<file path="src/rtl/gxw_regs.svh">
`ifndef GXW_REGS_SVH
`define GXW_REGS_SVH

// Register byte addresses
`define GXW_ADR_PENDING 32'h4000A814
`define GXW_ADR_CFG_A 32'h4000A860
`define GXW_ADR_CFG_B 32'h4000A864
`define GXW_ADR_CFG_C 32'h4000A868
`define GXW_ADR_CFG_D 32'h4000A86C
`define GXW_ADR_DBGCFG 32'h4000BC00
`define GXW_ADR_DBGSTAT 32'h4000BC04
`define GXW_ADR_C_SEL 32'h4000BC14
`define GXW_ADR_D_SEL 32'h4000BC18
`define GXW_ADR_WAKEFILT 32'h4000BC1C
`define GXW_ADR_IRQ_STATUS 32'h4000BC40
`define GXW_ADR_IRQ_ENABLE 32'h4000BC44
`define GXW_ADR_IRQ_CLEAR 32'h4000BC48

// Field positions
`define GXW_CFG_FILT_BIT 8
`define GXW_CFG_MODE_HI 7
`define GXW_CFG_MODE_LO 5
`define GXW_SEL_HI 4
`define GXW_DBG_DIS_BIT 5
`define GXW_DBG_EXTREG_BIT 4
`define GXW_DBG_RSVD_BIT 3
`define GXW_STAT_BOOT_BIT 3
`define GXW_STAT_FORCED_BIT 1
`define GXW_STAT_SWEN_BIT 0
`define GXW_WF_IRQ_D_BIT 3
`define GXW_WF_RX_BIT 1
`define GXW_WF_PORT_BIT 0
`define GXW_PENDING_MASK 4'hD

// Reset values
`define GXW_C_SEL_RST 5'h0F
`define GXW_D_SEL_RST 5'h10
`define GXW_EXTREG_RST 1'b1

// Filter length, channel count and RX channel index
`define GXW_FILT_LEN_DEF 3'h4
`define GXW_NCH 28
`define GXW_RX_CH 14

`endif

</file>
<file path="src/rtl/gxw_pkg.sv">
package gxw_pkg;

  typedef enum logic [2:0] {
    GXW_MODE_OFF,
    GXW_MODE_RISE,
    GXW_MODE_FALL,
    GXW_MODE_BOTH,
    GXW_MODE_HIGH,
    GXW_MODE_LOW
  } gxw_mode_type;

  typedef struct packed {
    logic [3:0][2:0] mode;
    logic [3:0] filt_en;
    logic [4:0] c_sel;
    logic [4:0] d_sel;
    logic [2:0] wake_filt;
    logic dbg_dis;
    logic ext_reg;
    logic dbg_rsvd;
    logic [3:0] pending;
    logic [3:0] irq_en;
    logic [3:0] prev;
    logic [27:0] filt;
    logic [27:0][2:0] cnt;
    logic ack;
    logic [31:0] rdata;
    logic boot;
    logic rst_done;
    logic forced;
    logic swen;
    logic dbg_ovr;
    logic [23:0] wake_port;
    logic wake_rx;
    logic wake_d;
  } gxw_state_type;

endpackage : gxw_pkg

</file>
<file path="src/rtl/gxw_irq_wake.sv">
// The Wishbone register port was left to the implementer.
`timescale 1ns/1ns
`default_nettype none
`include "gxw_regs.svh"

module gxw_irq_wake #(
  parameter logic [2:0] FILT_LEN = `GXW_FILT_LEN_DEF
) (
  input wire logic REF_CLK,
  input wire logic RST_N,
  input wire logic CE,
  input wire logic WB_CYC_I,
  input wire logic WB_STB_I,
  input wire logic WB_WE_I,
  input wire logic [31:0] WB_ADR_I,
  input wire logic [3:0] WB_SEL_I,
  input wire logic [31:0] WB_DAT_I,
  output logic [31:0] WB_DAT_O,
  output logic WB_ACK_O,
  input wire logic EXT_INT_A,
  input wire logic EXT_INT_B,
  input wire logic [7:0] PORT_A,
  input wire logic [7:0] PORT_B,
  input wire logic [7:0] PORT_C,
  input wire logic [23:0] PORT_WAKE_EN,
  input wire logic BOOT_SELECT_PIN_N,
  input wire logic DEBUGGER_FORCED_ACTIVE,
  input wire logic SERIAL_WIRE_ENABLED,
  output logic IRQ,
  output logic DEBUG_OVERRIDE_EN,
  output logic REG_EN_OVERRIDE,
  output logic [23:0] WAKE_PORT,
  output logic WAKE_SERIAL_RX,
  output logic WAKE_IRQ_D
);

  gxw_pkg::gxw_state_type st_ff;
  gxw_pkg::gxw_state_type nxt_st;
  logic [27:0] raw;
  logic [3:0] src;
  logic req;
  logic wr;

  // Pin selector for interrupts C and D
  function automatic logic pin_sel(input logic [4:0] code, input logic [7:0] pa,
                                   input logic [7:0] pb, input logic [7:0] pc);
    logic r;
    r = 1'b0;
    if (code == 5'h04 || code == 5'h05 || code == 5'h07) begin
      r = pa[code[2:0]];
    end else if (code >= 5'h08 && code <= 5'h0C) begin
      r = pb[code[2:0]];
    end else if (code >= 5'h10 && code <= 5'h17) begin
      r = pc[code[2:0]];
    end
    return r;
  endfunction : pin_sel

  // Trigger decode per mode
  function automatic logic trig(input logic [2:0] m, input logic cur, input logic prv);
    logic r;
    r = 1'b0;
    case (gxw_pkg::gxw_mode_type'(m))
      gxw_pkg::GXW_MODE_RISE: r = cur & ~prv;
      gxw_pkg::GXW_MODE_FALL: r = ~cur & prv;
      gxw_pkg::GXW_MODE_BOTH: r = cur ^ prv;
      gxw_pkg::GXW_MODE_HIGH: r = cur;
      gxw_pkg::GXW_MODE_LOW: r = ~cur;
      default: r = 1'b0;
    endcase
    return r;
  endfunction : trig

  always_comb begin
    raw = {PORT_C, PORT_B, PORT_A,
           pin_sel(st_ff.d_sel, PORT_A, PORT_B, PORT_C),
           pin_sel(st_ff.c_sel, PORT_A, PORT_B, PORT_C),
           EXT_INT_B, EXT_INT_A};
    for (int k = 0; k < 4; k++) begin
      src[k] = st_ff.filt_en[k] ? st_ff.filt[k] : raw[k];
    end
  end

  assign req = WB_CYC_I & WB_STB_I & ~st_ff.ack;
  assign wr = req & WB_WE_I;

  always_comb begin
    logic [3:0] set;
    logic [3:0] clr;
    logic [31:0] rd;
    set = 4'h0;
    clr = 4'h0;
    rd = 32'h0000_0000;
    nxt_st = st_ff;
    if (!RST_N) begin
      nxt_st = '0;
      nxt_st.c_sel = `GXW_C_SEL_RST;
      nxt_st.d_sel = `GXW_D_SEL_RST;
      nxt_st.ext_reg = `GXW_EXTREG_RST;
    end else if (CE) begin
      // Input filters
      for (int k = 0; k < `GXW_NCH; k++) begin
        if (raw[k] == st_ff.filt[k]) begin
          nxt_st.cnt[k] = 3'h0;
        end else if (st_ff.cnt[k] == FILT_LEN - 3'h1) begin
          nxt_st.filt[k] = raw[k];
          nxt_st.cnt[k] = 3'h0;
        end else begin
          nxt_st.cnt[k] = st_ff.cnt[k] + 3'h1;
        end
      end
      // Trigger detection
      for (int k = 0; k < 4; k++) begin
        set[k] = trig(st_ff.mode[k], src[k], st_ff.prev[k]);
      end
      nxt_st.prev = src;
      // Wake sources
      for (int j = 0; j < 24; j++) begin
        nxt_st.wake_port[j] = PORT_WAKE_EN[j] &
          (st_ff.wake_filt[0] ? st_ff.filt[4 + j] : raw[4 + j]);
      end
      nxt_st.wake_rx = st_ff.wake_filt[1] ? st_ff.filt[`GXW_RX_CH] : raw[`GXW_RX_CH];
      nxt_st.wake_d = st_ff.wake_filt[2] ? st_ff.filt[3] : raw[3];
      // Debug status and override
      nxt_st.forced = DEBUGGER_FORCED_ACTIVE;
      nxt_st.swen = SERIAL_WIRE_ENABLED;
      nxt_st.dbg_ovr = ~st_ff.dbg_dis | SERIAL_WIRE_ENABLED | DEBUGGER_FORCED_ACTIVE;
      if (!st_ff.rst_done) begin
        nxt_st.boot = ~BOOT_SELECT_PIN_N;
        nxt_st.rst_done = 1'b1;
      end
      // Bus access
      nxt_st.ack = req;
      if (wr) begin
        case (WB_ADR_I)
          `GXW_ADR_PENDING: begin
            if (WB_SEL_I[0]) begin
              clr = WB_DAT_I[3:0] & `GXW_PENDING_MASK;
            end
          end
          `GXW_ADR_CFG_A, `GXW_ADR_CFG_B, `GXW_ADR_CFG_C, `GXW_ADR_CFG_D: begin
            if (WB_SEL_I[1]) begin
              nxt_st.filt_en[WB_ADR_I[3:2]] = WB_DAT_I[`GXW_CFG_FILT_BIT];
            end
            if (WB_SEL_I[0]) begin
              nxt_st.mode[WB_ADR_I[3:2]] = WB_DAT_I[`GXW_CFG_MODE_HI:`GXW_CFG_MODE_LO];
            end
          end
          `GXW_ADR_DBGCFG: begin
            if (WB_SEL_I[0]) begin
              nxt_st.dbg_dis = WB_DAT_I[`GXW_DBG_DIS_BIT];
              nxt_st.ext_reg = WB_DAT_I[`GXW_DBG_EXTREG_BIT];
              nxt_st.dbg_rsvd = WB_DAT_I[`GXW_DBG_RSVD_BIT];
            end
          end
          `GXW_ADR_C_SEL: begin
            if (WB_SEL_I[0]) begin
              nxt_st.c_sel = WB_DAT_I[`GXW_SEL_HI:0];
            end
          end
          `GXW_ADR_D_SEL: begin
            if (WB_SEL_I[0]) begin
              nxt_st.d_sel = WB_DAT_I[`GXW_SEL_HI:0];
            end
          end
          `GXW_ADR_WAKEFILT: begin
            if (WB_SEL_I[0]) begin
              nxt_st.wake_filt = {WB_DAT_I[`GXW_WF_IRQ_D_BIT], WB_DAT_I[`GXW_WF_RX_BIT],
                                  WB_DAT_I[`GXW_WF_PORT_BIT]};
            end
          end
          `GXW_ADR_IRQ_ENABLE: begin
            if (WB_SEL_I[0]) begin
              nxt_st.irq_en = WB_DAT_I[3:0];
            end
          end
          `GXW_ADR_IRQ_CLEAR: begin
            if (WB_SEL_I[0]) begin
              clr = WB_DAT_I[3:0];
            end
          end
          default: clr = 4'h0;
        endcase
      end
      // Set wins over clear
      nxt_st.pending = (st_ff.pending & ~clr) | set;
      if (req && !WB_WE_I) begin
        case (WB_ADR_I)
          `GXW_ADR_PENDING: rd = {28'h0, st_ff.pending & `GXW_PENDING_MASK};
          `GXW_ADR_CFG_A, `GXW_ADR_CFG_B, `GXW_ADR_CFG_C, `GXW_ADR_CFG_D: begin
            rd = {23'h0, st_ff.filt_en[WB_ADR_I[3:2]], st_ff.mode[WB_ADR_I[3:2]], 5'h00};
          end
          `GXW_ADR_DBGCFG: rd = {26'h0, st_ff.dbg_dis, st_ff.ext_reg, st_ff.dbg_rsvd, 3'h0};
          `GXW_ADR_DBGSTAT: rd = {28'h0, st_ff.boot, 1'b0, st_ff.forced, st_ff.swen};
          `GXW_ADR_C_SEL: rd = {27'h0, st_ff.c_sel};
          `GXW_ADR_D_SEL: rd = {27'h0, st_ff.d_sel};
          `GXW_ADR_WAKEFILT: begin
            rd = {28'h0, st_ff.wake_filt[2], 1'b0, st_ff.wake_filt[1], st_ff.wake_filt[0]};
          end
          `GXW_ADR_IRQ_STATUS: rd = {28'h0, st_ff.pending};
          `GXW_ADR_IRQ_ENABLE: rd = {28'h0, st_ff.irq_en};
          default: rd = 32'h0000_0000;
        endcase
        nxt_st.rdata = rd;
      end
    end
  end

  always_ff @(posedge REF_CLK) begin
    st_ff <= nxt_st;
  end

  assign WB_DAT_O = st_ff.rdata;
  assign WB_ACK_O = st_ff.ack;
  assign IRQ = |(st_ff.pending & st_ff.irq_en);
  assign DEBUG_OVERRIDE_EN = st_ff.dbg_ovr;
  assign REG_EN_OVERRIDE = st_ff.ext_reg;
  assign WAKE_PORT = st_ff.wake_port;
  assign WAKE_SERIAL_RX = st_ff.wake_rx;
  assign WAKE_IRQ_D = st_ff.wake_d;
endmodule : gxw_irq_wake

`default_nettype wire

</file>
<file path="config.mk">
export PLATFORM = sky130hd
export DESIGN_NAME = gxw_irq_wake
export DESIGN_NICKNAME = d
export VERILOG_FILES = /design/src/rtl/gxw_pkg.sv /design/src/rtl/gxw_irq_wake.sv
export VERILOG_INCLUDE_DIRS = /design/src /design/src/rtl
export SDC_FILE = /design/constraint.sdc
export NUM_CORES = 1
export LEC_CHECK = 0
export BUFFER_PORTS_ARGS = -buffer_cell sky130_fd_sc_hd__buf_4
export CORE_ASPECT_RATIO = 0.75
export CORE_MARGIN = 2
export CORE_UTILIZATION = 51
export CTS_CLUSTER_SIZE = 28
export DETAILED_ROUTE_END_ITERATION = 8
export PLACE_DENSITY_LB_ADDON = 0.2
export SYNTH_ARGS = -nofsm -noshare
export SYNTH_HDL_FRONTEND = slang
export SYNTH_SLANG_ARGS = --single-unit
</file>
<file path="constraint.sdc">
create_clock -name REF_CLK -period 2.25 [get_ports REF_CLK]
set_input_delay 0.3375 -clock REF_CLK [delete_from_list [all_inputs] [get_ports REF_CLK]]
set_output_delay 0.3375 -clock REF_CLK [all_outputs]
set_load 0.03 [all_outputs]
</file>
==> Yosys cells after proc, flatten, opt, wreduce, memory -nomap -nowiden <==
Index checks and enable logic that the tools add are counted.
{ "totals": {"register_bits": 220, "in_bits": 127, "out_inout_bits": 62, "wordCells": 483} }
{ "classes": {"add_sub_neg": 28, "order_cmp": 12, "eq_ne": 95, "muxes": 133, "bitwise_logic": 85, "reduce_logical": 50} }
{ "ops": {"columns": ["cell", "n"], "rows": [
  ["$eq 32x31->1 const B", 13],
  ["$mux 3", 58],
  ["$eq 3x2->1 const B", 36],
  ["$add 3x1->3 const B", 28],
  ["$reduce_and 3->1", 28],
  ["$pmux 9 s9", 1],
  ["$mux 1", 52],
  ["$not 1->1", 40],
  ["$and 1x1->1", 35],
  ["$eq 5x3->1 const B", 6],
  ["$eq 1x1->1", 28],
  ["$reduce_and 4->1", 7],
  ["$eq 3x3->1 const B", 8],
  ["$mux 4", 5],
  ["$pmux 1 s5", 4],
  ["$bmux 1 s3", 6],
  ["$bwmux 12", 1],
  ["$eq 3x1->1 const B", 4],
  ["$ge 5x4->1 const B", 2],
  ["$ge 5x5->1 const B", 2],
  ["$le 5x4->1 const B", 2],
  ["$le 5x5->1 const B", 2],
  ["$and 4x4->4", 2],
  ["$lt 3x4->1 const B", 2],
  ["17 further kinds", 31]
]} }

==> Logic depth before layout (Yosys ltp) <==
{ "logic_depth": {"word_depth": 12, "ltp_mapped": 14, "ltp_nobuf": 13} }

==> Worst setup path before layout <==
No wires, ideal clock.
{ "synth_path": {"path_kind": "register to register", "startpoint": "register st_ff[194] in the netlist's numbering", "endpoint": "register st_ff[187] in the netlist's numbering", "setup_ns": 0.087, "t_arrival_ns": 2.269, "required_time_ns": 2.163, "path_slack_ns": -0.106, "path_stages_with_launch": 15, "n_path_buf": 1, "synth_period_minus_slack_ns": 2.356, "cell_sequence": "dfxtp_1 > buf_6 > mux4_2 > mux2i_1 > nor3b_1 > a21o_4 > nor2_1 > nor2_1 > ha_1 > nand2b_1 > a21oi_1 > nand2_1 > a31oi_1 > a31oi_1 > o31ai_1"} }
{ "synth_via": {"elab_chain_len": 12, "elab_cells_between_ends": 29, "cone_classes": "order compare (4); eq/ne (3); mux (13); bitwise (5); reduce/logical (4)"} }
{ "synth_lines": {"columns": ["element", "line", "source"], "rows": [
  ["start: declaration", "gxw_irq_wake.sv:37", "gxw_pkg::gxw_state_type st_ff;"],
  ["start signal: assignment", "gxw_irq_wake.sv:210", "st_ff <= nxt_st;"],
  ["$ge 5x5->1, or another cell as far along", "gxw_irq_wake.sv:53", "end else if (code >= 5'h10 && code <= 5'h17) begin"],
  ["$logic_and 1x1->1 or $mux 1 (tied branches)", "gxw_irq_wake.sv:53, gxw_irq_wake.sv:54", null],
  ["$mux 1", "gxw_irq_wake.sv:53", null],
  ["$mux 1", "gxw_irq_wake.sv:51", "end else if (code >= 5'h08 && code <= 5'h0C) begin"],
  ["$mux 1 *", "gxw_irq_wake.sv:49", "if (code == 5'h04 || code == 5'h05 || code == 5'h07) begin"],
  ["$mux 1 *", "gxw_irq_wake.sv:80", "src[k] = st_ff.filt_en[k] ? st_ff.filt[k] : raw[k];"],
  ["$not 1->1", "gxw_irq_wake.sv:65, gxw_irq_wake.sv:68", null],
  ["$and 1x1->1", "gxw_irq_wake.sv:65", "gxw_pkg::GXW_MODE_FALL: r = ~cur & prv;"],
  ["$pmux 1 s5 *", "gxw_irq_wake.sv:63", "case (gxw_pkg::gxw_mode_type'(m))"],
  ["$mux 1 *", "gxw_irq_wake.sv:100", "end else if (CE) begin"],
  ["$mux 1 *", "gxw_irq_wake.sv:95", "if (!RST_N) begin"],
  ["$or 4x4->4 *", "gxw_irq_wake.sv:186", "nxt_st.pending = (st_ff.pending & ~clr) | set;"]
]} }
Mark *: on every way between the ends. The rest lies on a longest branch, timed or not. The select of a mux whose other input is x is not followed.
A chain may end at the register's enable or synchronous reset.

==> Final worst setup path <==
Same ends and word-level chain as after synthesis.

==> impl_metrics.py <==
metrics = {
    "status": {
        "violations": "setup timing",
        "status": "finished, violations left",
    },
    "cells_and_area": {
        "final_cell_mix": "buf_4 (208), dfxtp_1 (195), nand2_1 (161), a21oi_1 (133), nor2_1 (94)",
        "layout_commonest_cell": "buf_4",
        "fin_util": 0.615,
        "diodes": 0,
        "drive_gt1_frac": 0.246,
        "fin_nets": 1504,
        "area_growth_pct": 18.7,
    },
    "power": {
        "irDropWorstVdd_v": 0.000337,
        "total_power_w": 0.00736,
        "power_density_nw_per_um2": 596,
        "leakage_nw": 5.15,
    },
    "logic_synthesis": {
        "async_reset_ff_frac": 0,
        "yosys_warnings": 0,
        "ys_seq_area_frac": 0.379,
        "syn_area_per_cell_um2": 8.58,
        "synthTopCellsByArea": "dfxtp_1 (38%), a21oi_1 (6.4%), nand2_1 (5.8%)",
        "synthesis.area_um2": 10400,
        "synth_top_cell_by_area": "dfxtp_1",
        "synth.distinct_cells": 78,
        "ys.flop_type": "dfxtp_1",
        "syn_inst": 1213,
        "synth_edf_count": 0,
        "synth_top_area_frac": 0.379,
        "ys_seq_elements": 197,
    },
    "floorplan": {
        "rows": 45,
        "die_w_um": 169,
        "initial_core_util": 0.518,
        "die_h_um": 128,
        "core_area_um2": 20100,
        "pin_count": 189,
        "die_area_um2": 21600,
    },
    "place": {
        "gp_congestion": 0.872,
        "dpl_worst_slack_ns": -0.300,
        "io_buffers": 140,
        "hpwlAfterDp_mm": 18.6,
    },
    "routing": {
        "post_drt_wl_per_cell_um": 16.4,
        "via_per_inst": 5.62,
        "num_vias": 9065,
        "drc": 0,
        "routed_wl_mm": 26.4,
        "drtIter0Drc": 662,
        "ant_nets": 0,
        "drtPass1Iterations": 5,
    },
    "sta": {
        "finalSetupTns_ns": -0.225,
        "min_period_ns": 2.47,
        "clock.fmax_mhz": 404,
        "grt_setup_unrepaired": "yes",
        "clock-skew-final_ns": 0.0110,
        "fin_hold_ws_ns": 0.0769,
        "setup_ws_ns": -0.225,
        "fin_crit_sh": 1.10,
        "hold_viol_final": 0,
        "setup_viol": 2,
        "slew_violations": 0,
    },
    "clock_tree": {
        "cts.root.buffer_cell": "clkbuf_16",
        "clockBufferDepth": 2,
        "cts_tree": "built",
        "cts_sinks": 197,
        "cts_buffers": 17,
        "holdBufCountCts": 0,
        "clk_pin_slew_ns": 0.07,
        "cts.htree.levels": 4,
        "clk_latency_ns": 0.44,
    },
    "run": {
        "max-cap-violations": 0,
    },
    "worst_setup_path": {
        "r2r_slack_ns": -0.22,
        "rr_worst_depth": 13,
        "crit_path_end_kind": "flip-flop",
        "r2r_end": "st_ff[187]",
        "cp_data_required_time_ns": 2.60,
        "cp-start-kind": "flip-flop",
        "crit_start": "st_ff[194]",
        "cp_max_fo": 3,
        "cp_data_arrival_time_ns": 2.82,
        "r2r-start": "st_ff[194]",
        "path_class": "flip-flop to flip-flop",
    },
    "global_routing": {
        "grt_pass1_wl_mm": 43.2,
        "first_global_vias": 8632,
        "antenna_found_initial": 0,
        "grt_overflow": 0,
        "grt_max_degree": 113,
        "gr-usage-all-layers": 0.248,
    },
    "worst_hold_path": {
        "holdPathEnd": "st_ff[30]",
        "min_path_cells": 2,
        "hold_class": "input pin to flip-flop",
        "min_from": "BOOT_SELECT_PIN_N",
    },
}
per-layer routing:
layer / global-route usage / share of wire
met1: 0.348 / 0.47
met2: 0.387 / 0.45
met5: 0 / 0
met3: 0.0577 / 0.066
met4: 0.0654 / 0.011
cells in the mapped netlist, types with 18 or more instances:
cell and instances:
mux2_2 26, nand2b_1 48, a21oi_1 133, nand3_1 68, ha_1 34, mux2i_1 54
clkbuf_1 55, nand2_1 161, or2_2 20, nor2_1 95, xor2_1 18, nand4_1 21
nand4b_1 22, dfxtp_1 197, buf_4 58
critical path, cell delays in order, from the launching register on:
cell and delay (ns):
dfxtp_2 0.36, mux4_2 0.50, mux2i_1 0.18, nor3b_1 0.09
a21o_4 0.20, nor2_2 0.10, nor2_1 0.05, ha_1 0.27
nand2b_1 0.14, a21oi_1 0.13, nand2_1 0.07, a31oi_1 0.17
a31oi_1 0.06, o31ai_1 0.08
worst max path at each step:
stage / to / slack (ns) / depth (start not counted)
final: st_ff[187] / -0.22 / 13
after global routing: st_ff[187] / -0.37 / 13
after CTS: st_ff[187] / -0.23 / 13
after detailed placement: st_ff[187] / -0.30 / 14
after global placement: st_ff[187] / -0.26 / 14
after floorplan: st_ff[187] / -0.08 / 14
per-stage QoR:
step	instances	area [µm²]
after floorplan	1235	10500
after global placement	1581	11800
after detailed placement	1581	11800
after CTS	1613	12300
after global routing	1613	12400
final	1613	12400
state kept, by name, summed over array words and instances, names as in the netlist:
signal,cells
WAKE_PORT,24
WB_ACK_O,1
WB_DAT_O,9
DEBUG_OVERRIDE_EN,1
REG_EN_OVERRIDE,1
WAKE_IRQ_D,1
st_ff,159
WAKE_SERIAL_RX,1
final cells by class:
class                           count  area [µm²]
Tap cell                          258         323
Timing Repair Buffer              214        1680
Fill cell                        1774        7750
Clock buffer                       20         457
Multi-Input combinational cell    899        5790
Sequential cell                   197        3950
Inverter                           14        58.8
Clock inverter                     11        93.8
where the power goes:
part / internal [W] / switching (W) / total (W)
Combinational: 0.000343 / 0.000487 / 0.000830
Sequential: 0.00355 / 0.0000460 / 0.00360
Clock: 0.00150 / 0.00143 / 0.00293
Total: 0.00540 / 0.00197 / 0.00736
what timing repair did:
item | CTS | global route
pin swaps | 4 | 2
endpoints found under the setup margin | 2 | 2
buffers inserted | 1 | 0
resized for setup | 7 | 1
logic make-up after synthesis:
group | count (synthesis) | share of synthesized area
mux | 89 | 0.0996
flops | 197 | 0.379
other cells | 1 | 0.000360
xor+xnor | 29 | 0.0244
simple gates | 515 | 0.260
compound gates | 209 | 0.121
fa+ha+maj | 34 | 0.0409
buf+inv | 139 | 0.0751
Power figures use the tool's default switching activity.
